$ cat config.mk
export PLATFORM = sky130hd
export DESIGN_NAME = adcn_ctrl
export DESIGN_NICKNAME = d
export VERILOG_FILES = /design/src/hw/adcn_pkg.sv /design/src/hw/adcn_tick_if.sv /design/src/hw/adcn_clk_div.sv /design/src/hw/adcn_ctrl.sv
export SDC_FILE = /design/constraint.sdc
export NUM_CORES = 1
export LEC_CHECK = 0
export BUFFER_PORTS_ARGS = -buffer_cell sky130_fd_sc_hd__buf_2
export CORE_ASPECT_RATIO = 0.6
export CORE_UTILIZATION = 55
export CTS_CLUSTER_DIAMETER = 100
export CTS_CLUSTER_SIZE = 12
export DETAILED_ROUTE_END_ITERATION = 12
export GPL_ROUTABILITY_DRIVEN = 0
export PLACE_DENSITY_LB_ADDON = 0.2
export SYNTH_ARGS = -nofsm -noshare
export SYNTH_HDL_FRONTEND = slang
export SYNTH_SLANG_ARGS = --single-unit
$ cat constraint.sdc
create_clock -name clk_sys -period 4.09 [get_ports clk_sys]
set_input_delay 0.2045 -clock clk_sys [delete_from_list [all_inputs] [get_ports clk_sys]]
set_output_delay 0.2045 -clock clk_sys [all_outputs]
set_load 0.02 [all_outputs]
$ cat src/hw/adcn_pkg.sv
package adcn_pkg;
  // Register byte addresses
  localparam logic [7:0] ADDR_CLK_SET   = 8'h00;
  localparam logic [7:0] ADDR_MODE_CTRL = 8'h04;
  localparam logic [7:0] ADDR_INSEL_PWR = 8'h08;

  // Mode control field positions
  localparam int START_BIT  = 0;
  localparam int SCAN_BIT   = 1;
  localparam int REPEAT_BIT = 2;
  localparam int ITM_LSB    = 3;
  localparam int BUSY_BIT   = 6;
  localparam int DONE_BIT   = 7;

  // Input select field positions
  localparam int CH_LSB     = 0;
  localparam int SCNW_BIT   = 5;
  localparam int IDLE_BIT   = 6;
  localparam int VREF_BIT   = 7;

  // Clock setting field positions
  localparam int CKSEL_LSB  = 0;
  localparam int TSH_LSB    = 4;

  // Reset values
  localparam logic [7:0] CLK_SET_RST   = 8'h80;
  localparam logic [7:0] MODE_CTRL_RST = 8'h00;
  localparam logic [7:0] INSEL_PWR_RST = 8'h00;

  // Timing counts in conversion clocks
  localparam logic [9:0] CONV_TAIL_CLKS = 10'h026;
  localparam logic [9:0] SH_8   = 10'h008;
  localparam logic [9:0] SH_16  = 10'h010;
  localparam logic [9:0] SH_24  = 10'h018;
  localparam logic [9:0] SH_32  = 10'h020;
  localparam logic [9:0] SH_64  = 10'h040;
  localparam logic [9:0] SH_128 = 10'h080;
  localparam logic [9:0] SH_512 = 10'h200;

  // Interrupt intervals
  localparam logic [3:0] ITV_4 = 4'h4;
  localparam logic [3:0] ITV_8 = 4'h8;

  typedef enum logic [1:0] {
    ST_IDLE   = 2'b00,
    ST_SAMPLE = 2'b01,
    ST_CONV   = 2'b10
  } adcn_state_t;
endpackage

$ cat src/hw/adcn_tick_if.sv
`timescale 1ns/1ps
`default_nettype none
interface adcn_tick_if;
  logic [2:0] sel;
  logic       run;
  logic       tick;
  modport src (input sel, input run, output tick);
  modport dst (output sel, output run, input tick);
endinterface
`default_nettype wire
$ cat src/hw/adcn_clk_div.sv
`timescale 1ns/1ps
`default_nettype none
module adcn_clk_div (
  // System
  input  wire logic  clk_sys,
  input  wire logic  nrst,
  input  wire logic  ce,
  // Tick
  adcn_tick_if.src   tk
);
  logic [3:0] cnt_r;
  logic [3:0] lim;

  // -----------------------------------------------------------------
  // Divider fc, fc/2 .. fc/16
  // -----------------------------------------------------------------
  always_comb begin
    case (tk.sel)
      3'h0:    lim = 4'h0;
      3'h1:    lim = 4'h1;
      3'h2:    lim = 4'h3;
      3'h3:    lim = 4'h7;
      default: lim = 4'hF;
    endcase
  end

  always_ff @(posedge clk_sys or negedge nrst) begin
    if (!nrst) begin
      cnt_r <= 4'h0;
    end else if (ce) begin
      if (!tk.run || cnt_r >= lim) begin
        cnt_r <= 4'h0;
      end else begin
        cnt_r <= cnt_r + 4'h1;
      end
    end
  end

  assign tk.tick = tk.run && (cnt_r >= lim);
endmodule
`default_nettype wire

$ cat src/hw/adcn_ctrl.sv
// Design decisions made here: the address map and the APB interface to the registers.
`timescale 1ns/1ps
`default_nettype none
// Behaviour
// RL1: Start bit launches conversion, reads zero
// RL2: Done flag set when conversion completes
// RL3: Reading done flag clears it
// RL4: Busy flag high during conversion
// RL5: Repeat bit picks single or continuous
// RL6: Scan bit picks fixed or scan
// RL7: Interval field: interrupt every 1/4/8
// RL8: Interval only in fixed repeat mode
// RL9: Scan width bit picks 4 or 8
// RL10: Channel field selects fixed input
// RL11: Scan ranges per channel code
// RL12: Idle bit keeps converter running in IDLE
// RL13: Software waits reference settle before start
// RL14: Software clears reference after completion
// RL15: Software keeps clock selection during conversion
// RL16: Software sets mode before start
// RL17: Software DMA setup ordering
// RL18: Sample-hold field sets sampling clocks
// RL19: Clock select divides system clock
// RL20: Conversion is sample plus 38 clocks
// RL21: Scan ascends, completion after last channel
module adcn_ctrl (
  // System
  input  wire logic        clk_sys,
  input  wire logic        nrst,
  input  wire logic        ce,
  input  wire logic        sys_idle,
  // APB slave
  input  wire logic        psel,
  input  wire logic        penable,
  input  wire logic        pwrite,
  input  wire logic [7:0]  paddr,
  input  wire logic [31:0] pwdata,
  output logic [31:0]      prdata,
  output logic             pready,
  output logic             pslverr,
  // Analog core
  output logic [2:0]       ain_sel,
  output logic             sample_hold,
  output logic             conv_active,
  output logic             vref_en,
  output logic             conv_done,
  output logic             conv_irq
);
  logic [7:0]  clk_set_r;
  logic [4:0]  mode_r;
  logic [7:0]  insel_r;
  logic        done_r;
  logic        busy_r;
  logic        start_r;
  logic [2:0]  ch_r;
  logic [9:0]  cnt_r;
  logic [3:0]  rep_cnt_r;
  adcn_pkg::adcn_state_t st_r;
  logic        wr_en;
  logic        rd_en;
  logic        rd_done;
  logic        finish;
  logic        pass_end;
  logic        irq_ev;
  logic        run_ok;
  logic [2:0]  first_ch;
  logic [2:0]  last_ch;
  logic [9:0]  sh_clks;
  adcn_tick_if tk ();

  // -----------------------------------------------------------------
  // Helpers
  // -----------------------------------------------------------------
  function automatic logic [9:0] sh_count(input logic [3:0] code);
    case (code)
      4'h8:    sh_count = adcn_pkg::SH_8;
      4'h9:    sh_count = adcn_pkg::SH_16;
      4'hA:    sh_count = adcn_pkg::SH_24;
      4'hB:    sh_count = adcn_pkg::SH_32;
      4'h3:    sh_count = adcn_pkg::SH_64;
      4'hC:    sh_count = adcn_pkg::SH_128;
      4'hD:    sh_count = adcn_pkg::SH_512;
      default: sh_count = adcn_pkg::SH_8;
    endcase
  endfunction

  // -----------------------------------------------------------------
  // Bus decode
  // -----------------------------------------------------------------
  assign wr_en = psel && penable && pwrite && ce;
  assign rd_en = psel && penable && !pwrite && ce;
  assign rd_done = rd_en && (paddr == adcn_pkg::ADDR_MODE_CTRL);

  always_ff @(posedge clk_sys or negedge nrst) begin
    if (!nrst) begin
      pready  <= 1'b0;
      pslverr <= 1'b0;
      prdata  <= 32'h0000_0000;
    end else if (ce) begin
      pready  <= psel && !penable;
      pslverr <= 1'b0;
      prdata  <= 32'h0000_0000;
      if (psel && !penable) begin
        if (paddr == adcn_pkg::ADDR_CLK_SET) begin
          prdata <= {24'h000000, clk_set_r};
        end else if (paddr == adcn_pkg::ADDR_MODE_CTRL) begin
          prdata <= {24'h000000, done_r, busy_r, 1'b0, mode_r[4:1], 1'b0}; // [RL1] [RL2] [RL4]
        end else if (paddr == adcn_pkg::ADDR_INSEL_PWR) begin
          prdata <= {24'h000000, insel_r};
        end else begin
          pslverr <= 1'b1;
        end
      end
    end
  end

  // -----------------------------------------------------------------
  // Registers
  // -----------------------------------------------------------------
  always_ff @(posedge clk_sys or negedge nrst) begin
    if (!nrst) begin
      clk_set_r <= adcn_pkg::CLK_SET_RST;
      mode_r    <= adcn_pkg::MODE_CTRL_RST[4:0];
      insel_r   <= adcn_pkg::INSEL_PWR_RST;
    end else if (wr_en) begin
      if (paddr == adcn_pkg::ADDR_CLK_SET) begin
        clk_set_r <= {pwdata[7:4], 1'b0, pwdata[2:0]};
      end else if (paddr == adcn_pkg::ADDR_MODE_CTRL) begin
        mode_r <= {pwdata[4:1], 1'b0};
      end else if (paddr == adcn_pkg::ADDR_INSEL_PWR) begin
        insel_r <= {pwdata[7:5], 1'b0, pwdata[3:0]};
      end
    end
  end

  // Start is a pulse only, never stored as readable state
  always_ff @(posedge clk_sys or negedge nrst) begin
    if (!nrst) begin
      start_r <= 1'b0;
    end else if (ce) begin
      start_r <= wr_en && (paddr == adcn_pkg::ADDR_MODE_CTRL) && !busy_r
                 && pwdata[adcn_pkg::START_BIT]; // [RL1]
    end
  end

  // -----------------------------------------------------------------
  // Channel range
  // -----------------------------------------------------------------
  always_comb begin
    last_ch  = insel_r[2:0];
    first_ch = 3'h0;
    if (mode_r[adcn_pkg::SCAN_BIT] && !insel_r[adcn_pkg::SCNW_BIT]) begin
      first_ch = {insel_r[2], 2'b00}; // [RL11] [RL9]
    end
  end

  assign sh_clks  = sh_count(clk_set_r[7:4]); // [RL18]
  assign run_ok   = !sys_idle || insel_r[adcn_pkg::IDLE_BIT]; // [RL12]
  assign finish   = (st_r == adcn_pkg::ST_CONV) && tk.tick && (cnt_r == 10'h000);
  // Reserved channel codes (bit 3 set) fall back to the low three bits
  assign pass_end = !mode_r[adcn_pkg::SCAN_BIT] || (ch_r == last_ch); // [RL21] [RL10]
  assign tk.sel   = clk_set_r[2:0]; // [RL19]
  assign tk.run   = busy_r && run_ok;

  adcn_clk_div u_div (
    .clk_sys (clk_sys),
    .nrst    (nrst),
    .ce      (ce),
    .tk      (tk)
  );

  // -----------------------------------------------------------------
  // Conversion sequencer
  // -----------------------------------------------------------------
  always_ff @(posedge clk_sys or negedge nrst) begin
    if (!nrst) begin
      st_r   <= adcn_pkg::ST_IDLE;
      busy_r <= 1'b0;
      cnt_r  <= 10'h000;
      ch_r   <= 3'h0;
    end else if (ce) begin
      case (st_r)
        adcn_pkg::ST_IDLE: begin
          if (start_r) begin
            st_r   <= adcn_pkg::ST_SAMPLE;
            busy_r <= 1'b1; // [RL4]
            ch_r   <= mode_r[adcn_pkg::SCAN_BIT] ? first_ch : insel_r[2:0]; // [RL6] [RL10]
            cnt_r  <= sh_clks - 10'h001;
          end
        end
        adcn_pkg::ST_SAMPLE: begin
          if (tk.tick) begin
            if (cnt_r == 10'h000) begin
              st_r  <= adcn_pkg::ST_CONV;
              cnt_r <= adcn_pkg::CONV_TAIL_CLKS - 10'h001; // [RL20]
            end else begin
              cnt_r <= cnt_r - 10'h001;
            end
          end
        end
        adcn_pkg::ST_CONV: begin
          if (tk.tick) begin
            if (cnt_r != 10'h000) begin
              cnt_r <= cnt_r - 10'h001;
            end else if (!pass_end) begin
              ch_r  <= ch_r + 3'h1; // [RL21]
              st_r  <= adcn_pkg::ST_SAMPLE;
              cnt_r <= sh_clks - 10'h001;
            end else if (mode_r[adcn_pkg::REPEAT_BIT]) begin
              ch_r  <= mode_r[adcn_pkg::SCAN_BIT] ? first_ch : insel_r[2:0]; // [RL5]
              st_r  <= adcn_pkg::ST_SAMPLE;
              cnt_r <= sh_clks - 10'h001;
            end else begin
              st_r   <= adcn_pkg::ST_IDLE; // [RL5]
              busy_r <= 1'b0; // [RL4]
            end
          end
        end
        default: begin
          st_r   <= adcn_pkg::ST_IDLE;
          busy_r <= 1'b0;
        end
      endcase
    end
  end

  // -----------------------------------------------------------------
  // Completion and interrupt decimation
  // -----------------------------------------------------------------
  always_comb begin
    irq_ev = finish && pass_end;
    if (mode_r[adcn_pkg::REPEAT_BIT] && !mode_r[adcn_pkg::SCAN_BIT]) begin // [RL8]
      case (mode_r[4:3])
        2'b01:   irq_ev = finish && (rep_cnt_r == adcn_pkg::ITV_4 - 4'h1); // [RL7]
        2'b10:   irq_ev = finish && (rep_cnt_r == adcn_pkg::ITV_8 - 4'h1); // [RL7]
        default: irq_ev = finish; // [RL7]
      endcase
    end
  end

  always_ff @(posedge clk_sys or negedge nrst) begin
    if (!nrst) begin
      rep_cnt_r <= 4'h0;
    end else if (ce) begin
      if (start_r || irq_ev) begin
        rep_cnt_r <= 4'h0;
      end else if (finish) begin
        rep_cnt_r <= rep_cnt_r + 4'h1;
      end
    end
  end

  // Set beats read-clear; a read clears only a flag it returned,
  // so a completion landing between setup and access is not lost
  always_ff @(posedge clk_sys or negedge nrst) begin
    if (!nrst) begin
      done_r <= 1'b0;
    end else if (ce) begin
      if (irq_ev) begin
        done_r <= 1'b1; // [RL2]
      end else if (start_r || (rd_done && prdata[adcn_pkg::DONE_BIT])) begin
        done_r <= 1'b0; // [RL3] [RL2]
      end
    end
  end

  // -----------------------------------------------------------------
  // Core outputs
  // -----------------------------------------------------------------
  always_ff @(posedge clk_sys or negedge nrst) begin
    if (!nrst) begin
      ain_sel     <= 3'h0;
      sample_hold <= 1'b0;
      conv_active <= 1'b0;
      vref_en     <= 1'b0;
      conv_done   <= 1'b0;
      conv_irq    <= 1'b0;
    end else if (ce) begin
      ain_sel     <= ch_r;
      sample_hold <= (st_r == adcn_pkg::ST_SAMPLE);
      conv_active <= (st_r == adcn_pkg::ST_CONV);
      vref_en     <= insel_r[adcn_pkg::VREF_BIT]; // [RL13] [RL14]
      conv_done   <= finish;
      conv_irq    <= irq_ev; // [RL7]
    end
  end
endmodule
`default_nettype wire

==> results_dict.tcl, run 1 <==
set metrics [dict create \
    clk_pin_slew_worst_paths_ps 50 \
    viasPerCell 5.82 \
    hpwl_mm 6.40 \
    grtUsageTotal 0.283 \
    antennaDiodeCount 0 \
    cap_violations 0 \
    slew_headroom 0.463 \
    finalSetupViolations 0 \
    syn_area_sq_um 3770 \
    drtPass1Iterations 5 \
    core_sq_um 6360 \
    arrival_ps 3200 \
    critPathSlowestCell "o221ai_2" \
    min_period_over_period 0.722 \
    hold_viol 0 \
    vdd_drop_max_mv 0.224 \
    layout-drive-gt1-share 0.204 \
    cts.sink_count 62 \
    end_kind "flop" \
    power_density_nw_per_um2 432 \
    synthCells 401 \
    yosys_register_bits 62 \
    async_reset_ff_frac 1.00 \
    start_kind "flop" \
    grt_setup_unrepaired "false" \
    grt_pass1_vias 2985 \
    final_max_slew_viol_count 0 \
    period_needed_ps 2950 \
    critPathMaxFanout 16 \
    postCtsHoldBufs 1 \
    clock_latency_ps 330 \
    setup_slack_ps 1140 \
    cts_setup_buffers 0 \
    fin_skew_ps 8.28 \
    tns_ps 0 \
    worst_pin_slew_ps 798 \
    path_cells "or3_1, ha_1, nand2b_1, a2111oi_4, nor3_2, o221ai_2, or2_2, a2bb2oi_1" \
    via_count 3089 \
    crit_start "clk_set_r[2]" \
    status "finished, final reports clean" \
    layout.nets 504 \
    synth_cell_types 58 \
    area_growth_pct 12.3 \
    hold_path.class "in2reg" \
    yosys_warnings 0 \
    drc 0 \
    cts_root_buf "clkbuf_16" \
    crit_type "reg2reg" \
    critPathMaxStageDelay_ps 590 \
    htreeDepth 3 \
    synthFlopType "dfrtp_1" \
    grt_pass1_wl_mm 14.9 \
    ant_nets 0 \
    drt_iter0_drc 207 \
    die_w_microns 109 \
    start_util 0.593 \
    syn_area_per_cell_sq_um 9.41 \
    antenna_found_initial 0 \
    pre_cts_ws_ps 1150 \
    synth_edf_count 0 \
    die-area_sq_um 7200 \
    r2r_start "clk_set_r[2]" \
    crit_required_ps 4340 \
    grt_max_degree 44 \
    cts_buffers 9 \
    wirelength_mm 8.77 \
    grt-ovfl-total 0 \
    clockBufferDepth 2 \
    cts_resized 0 \
    max_freq_mhz 339 \
    synth_seq_area_share 0.412 \
    placementRows 22 \
    boundaryPins 89 \
    die_h_microns 66.2 \
    p_leak_uw 0.00194 \
    cts_tree "done" \
    port_buffers 40 \
    hp-start "pwdata[7]" \
    routedWlPerCell_microns 16.5 \
]
-- cell usage after synthesis, types with 8 or more instances --
cell type | n | area (sq um)
dfrtp_1 | 61 | 1530
o21ai_0 | 42 | 210
inv_1 | 38 | 143
nand2_1 | 30 | 113
buf_4 | 24 | 180
mux2_2 | 23 | 259
nor2_1 | 22 | 82.6
a21oi_1 | 19 | 95.1
ha_1 | 15 | 188
clkbuf_1 | 10 | 37.5
nor2b_1 | 9 | 56.3
nand3_1 | 8 | 40.0
o22ai_1 | 8 | 50.1
-- where the power goes --
part	total, uW	internal [uW]	switching, uW
Sequential	711	658	53.2
Combinational	416	142	274
Clock	701	442	259
-- flip-flops by register name, indices dropped and copies added (netlist names), 2 cells and up --
name and count:
u_div.cnt_r 4, rep_cnt_r 4, ch_r 3, clk_set_r 7, st_r 2, cnt_r 10
ain_sel 3, mode_r 4, insel_r 7, prdata 8
-- layout by cell type (no fill, tap or decap), drive strengths merged, types with 3 or more instances in the layout --
master / netlist / layout
ha: 15 / 15
a32oi: 4 / 4
buf: 26 / 43
a21oi: 20 / 20
mux2: 23 / 23
nor4: 4 / 4
or3: 4 / 4
clkbuf: 11 / 15
o221ai: 5 / 5
conb: 1 / 24
nor3: 8 / 8
mux2i: 4 / 4
nand2: 30 / 30
dfrtp: 61 / 61
nor2b: 9 / 9
o21ai: 43 / 43
inv: 38 / 38
a31oi: 5 / 5
xnor2: 5 / 5
a22oi: 3 / 3
nand2b: 5 / 5
nor2: 22 / 22
o22ai: 8 / 8
nand3b: 5 / 5
nand3: 9 / 9
a21boi: 4 / 4
-- critical path: cells and delay by family (launching register included) --
family | cells | cell delay [ps]
DFF | 1 | 410
and+or+nand+nor | 4 | 940
AOI/OAI and AO/OA | 3 | 1230
adders and majority gates | 1 | 270
-- cell families after synthesis --
family	Yosys count	synth area share
compound gates	107	0.181
mux	27	0.0793
simple gates	107	0.162
flops	62	0.412
fa+ha+maj	15	0.0498
other cells	1	0.000994
buf+inv	75	0.0995
xor+xnor	7	0.0163
-- per-layer routing --
metal / up-vias / global-route usage / routed length (microns) / share of wire
met5: - / 0 / 0 / 0
met1: 1491 / 0.395 / 4290 / 0.49
li1: 1455 / - / - / -
met2: 129 / 0.408 / 3670 / 0.42
met4: 0 / 0.105 / 119 / 0.014
met3: 14 / 0.0877 / 695 / 0.079
-- worst paths after layout --
path,slack (ps),cells after the start,endpoint
worst max-delay path,1140,8,cnt_r[0]
worst min-delay path,100,3,insel_r[7]
worst max register to register,1140,8,cnt_r[0]
worst min register to register,500,1,ain_sel[2]
max in group asynchronous,2810,3,clk_set_r[7]
min in group asynchronous,360,2,rep_cnt_r[1]
-- stage by stage --
stage          std cells  utilization  total power, uW  hold WS, ps  instance area (sq um)
6_report             531        0.666             1830          103                   4240
5_1_grt              531        0.666             1930          121                   4240
3_3_place_gp         514        0.622             1110          195                   3950
3_5_place_dp         514        0.622             1130          193                   3950
4_1_cts              531        0.666             1830          102                   4240
2_1_floorplan        424            -             1030        -91.1                   3860
-- cell type report --
cell class | count | area, sq um
fill | 519 | 2120
tap | 84 | 105
clock inverter | 1 | 5.00
inverter | 38 | 143
timing repair buffer | 44 | 233
clock buffer | 15 | 268
multi-input combinational | 287 | 1930
sequential | 62 | 1550
(Power assumes the default switching activity.)
==> run 2, diff against run 1 <==
--- a/config.mk
+++ b/config.mk
@@ -7,7 +7,7 @@
 export LEC_CHECK = 0
 export BUFFER_PORTS_ARGS = -buffer_cell sky130_fd_sc_hd__buf_2
 export CORE_ASPECT_RATIO = 0.6
-export CORE_UTILIZATION = 55
+export CORE_UTILIZATION = 49
 export CTS_CLUSTER_DIAMETER = 100
 export CTS_CLUSTER_SIZE = 12
 export DETAILED_ROUTE_END_ITERATION = 12
==> constraint.sdc (replaced) <==
create_clock -name clk_sys -period 2.4 [get_ports clk_sys]
set_input_delay 0.12 -clock clk_sys [delete_from_list [all_inputs] [get_ports clk_sys]]
set_output_delay 0.12 -clock clk_sys [all_outputs]
set_load 0.02 [all_outputs]
==> run 2 against run 1 <==
  * The run now ends with setup timing left
  * Core utilization decreased by 4.8 points
  * Maximum frequency increased by 18%
  * Clock power increased by 73%
  * Final area increased by 7.3%
  * Largest power group is now the clock network
==> results_dict.tcl, run 2 (same netlist as run 1, synthesis figures left out) <==
set metrics [dict create \
    multi_input_area_sq_um 2020 \
    cap_violations 0 \
    clk_pin_slew_worst_paths_ps 50 \
    drc 0 \
    antenna_found_initial 0 \
    finalSetupViolations 13 \
    power_density_nw_per_um2 741 \
    largestRegisters "cnt_r x10, prdata x8" \
    top_register "cnt_r" \
    crit_type "reg2reg" \
    dpl_cell_area_sq_um 4140 \
    cts_root_buf "clkbuf_16" \
    status "finished with violations" \
    clock_latency_ps 340 \
    core_sq_um 7360 \
    ant_nets 0 \
    layout.nets 526 \
    via_count 3215 \
    final_common_cell "dfrtp_1" \
    setup_slack_ps -97.7 \
    slew_headroom 0.513 \
    layout-drive-gt1-share 0.269 \
    fin_skew_ps 7.95 \
    antennaDiodeCount 0 \
    grt_pass1_vias 3177 \
    nFillCells 623 \
    clock_power_share 0.359 \
    end_kind "flop" \
    hpwl_mm 7.02 \
    critPathMaxFanout 4 \
    routedWlPerCell_microns 17.1 \
    switching_power_uw 1110 \
    vdd_drop_max_mv 0.432 \
    worst_pin_slew_ps 723 \
    most-common-layout-cells "dfrtp_1 (61), buf_2 (40), inv_1 (38), o21ai_0 (30), nand2_1 (30)" \
    grt_setup_unrepaired "true" \
    cts_buffers 9 \
    cts_tree "done" \
    grt_pass1_wl_mm 16.1 \
    swShare 0.330 \
    ff_latch_area_sq_um 1550 \
    hold_viol 0 \
    die-area_sq_um 8070 \
    arrival_ps 2760 \
    combPwrFrac 0.284 \
    violations "setup timing" \
    port_buffers 40 \
    grt_max_degree 63 \
    viasPerCell 5.61 \
    start_kind "flop" \
    min_period_over_period 1.04 \
    fin_area_sq_um 4550 \
    max_freq_mhz 400 \
    hold_path.class "in2reg" \
    largest_reg_flops 10 \
    drtPass1Iterations 5 \
    area_growth_pct 20.5 \
    die_h_microns 70.0 \
    finalHoldWorstSlack_ps 14.2 \
    htreeDepth 3 \
    wirelength_mm 9.83 \
    final_max_slew_viol_count 0 \
    tns_ps -705 \
    period_needed_ps 2500 \
    cts.sink_count 62 \
    crit_required_ps 2670 \
    grt-ovfl-total 0 \
    die_w_microns 115 \
    p_int_uw 2260 \
    start_util 0.513 \
    boundaryPins 89 \
    drt_iter0_drc 195 \
    grtUsageTotal 0.271 \
    clockBufferDepth 2 \
    rrSetupSlack_ps -100 \
    p_leak_uw 0.00208 \
    seqPwrFrac 0.357 \
    placementRows 24 \
]
-- run 2: cell count changes in the layout (fill, tap and decap cells not counted), moves of 2 or more --
cell / change
mux2_4: +2
o21ai_0: -12
o21ai_2: +5
o21ai_1: +7
buf_4: +17
buf_6: +4
mux2_2: -2
-- run 2: cell type report --
type / count / area share
clock buffer: 15 / 0.0589
sequential: 62 / 0.341
inverter: 38 / 0.0314
multi-input combinational: 287 / 0.445
timing repair buffer: 66 / 0.0936
tap: 104 / 0.0286
clock inverter: 1 / 0.00110
-- run 2: through the flow --
stage                     utilization  worst slack (ps)  instances  power (uW)
after CTS                       0.606             -1.88        571        3290
final                           0.618             -97.7        573        3370
after global placement          0.563             -67.8        552        2010
after detailed placement        0.563              -131        552        2040
after floorplan                     -              11.0        424        1760
after global routing            0.618              -200        573        3530
-- run 2: per-layer routing --
| metal | up-vias | part of all wire | routed length (microns) | track usage |
|---|---|---|---|---|
| li1 | 1512 | - | - | - |
| met1 | 1583 | 0.48 | 4760 | 0.395 |
| met2 | 107 | 0.44 | 4290 | 0.379 |
| met3 | 13 | 0.065 | 641 | 0.0764 |
| met4 | 0 | 0.014 | 138 | 0.101 |
| met5 | - | 0 | 0 | 0 |
-- run 2: path summary, 6_finish.rpt --
kind / startpoint / end / depth (start not counted)
min: pwdata[6] / insel_r[6] / 3
min in group asynchronous: nrst / st_r[0] / 3
max reg2reg: clk_set_r[0] / rep_cnt_r[2] / 9
min reg2reg: ain_sel[0] / ain_sel[0] / 1
max in group asynchronous: nrst / clk_set_r[7] / 3
max: clk_set_r[0] / rep_cnt_r[2] / 9
-- run 2: what timing repair did --
action,in CTS,in global routing
pin swaps,4,9
hold endpoints to repair,61,0
buffers inserted,2,1
setup endpoints to repair,14,25
gates resized for setup,5,30
cloned,0,1
hold buffers,1,0
-- run 2: power groups by stage --
stage	combinational [uW]	clock (uW)	sequential [uW]
5_1_grt	1050	1260	1210
3_3_place_gp	801	0	1210
3_5_place_dp	826	0	1210
6_report	955	1210	1200
4_1_cts	859	1230	1200
2_1_floorplan	546	0	1220
-- run 2: worst max-delay path, cell delays in order (launching register included) --
cell and delay (ps):
dfrtp_1 370, or3_1 370, ha_1 280, nand2b_4 120, a2111oi_4 70, buf_4 150, nor3_4 260, nand4_4 160
or4b_1 500, a21boi_1 150
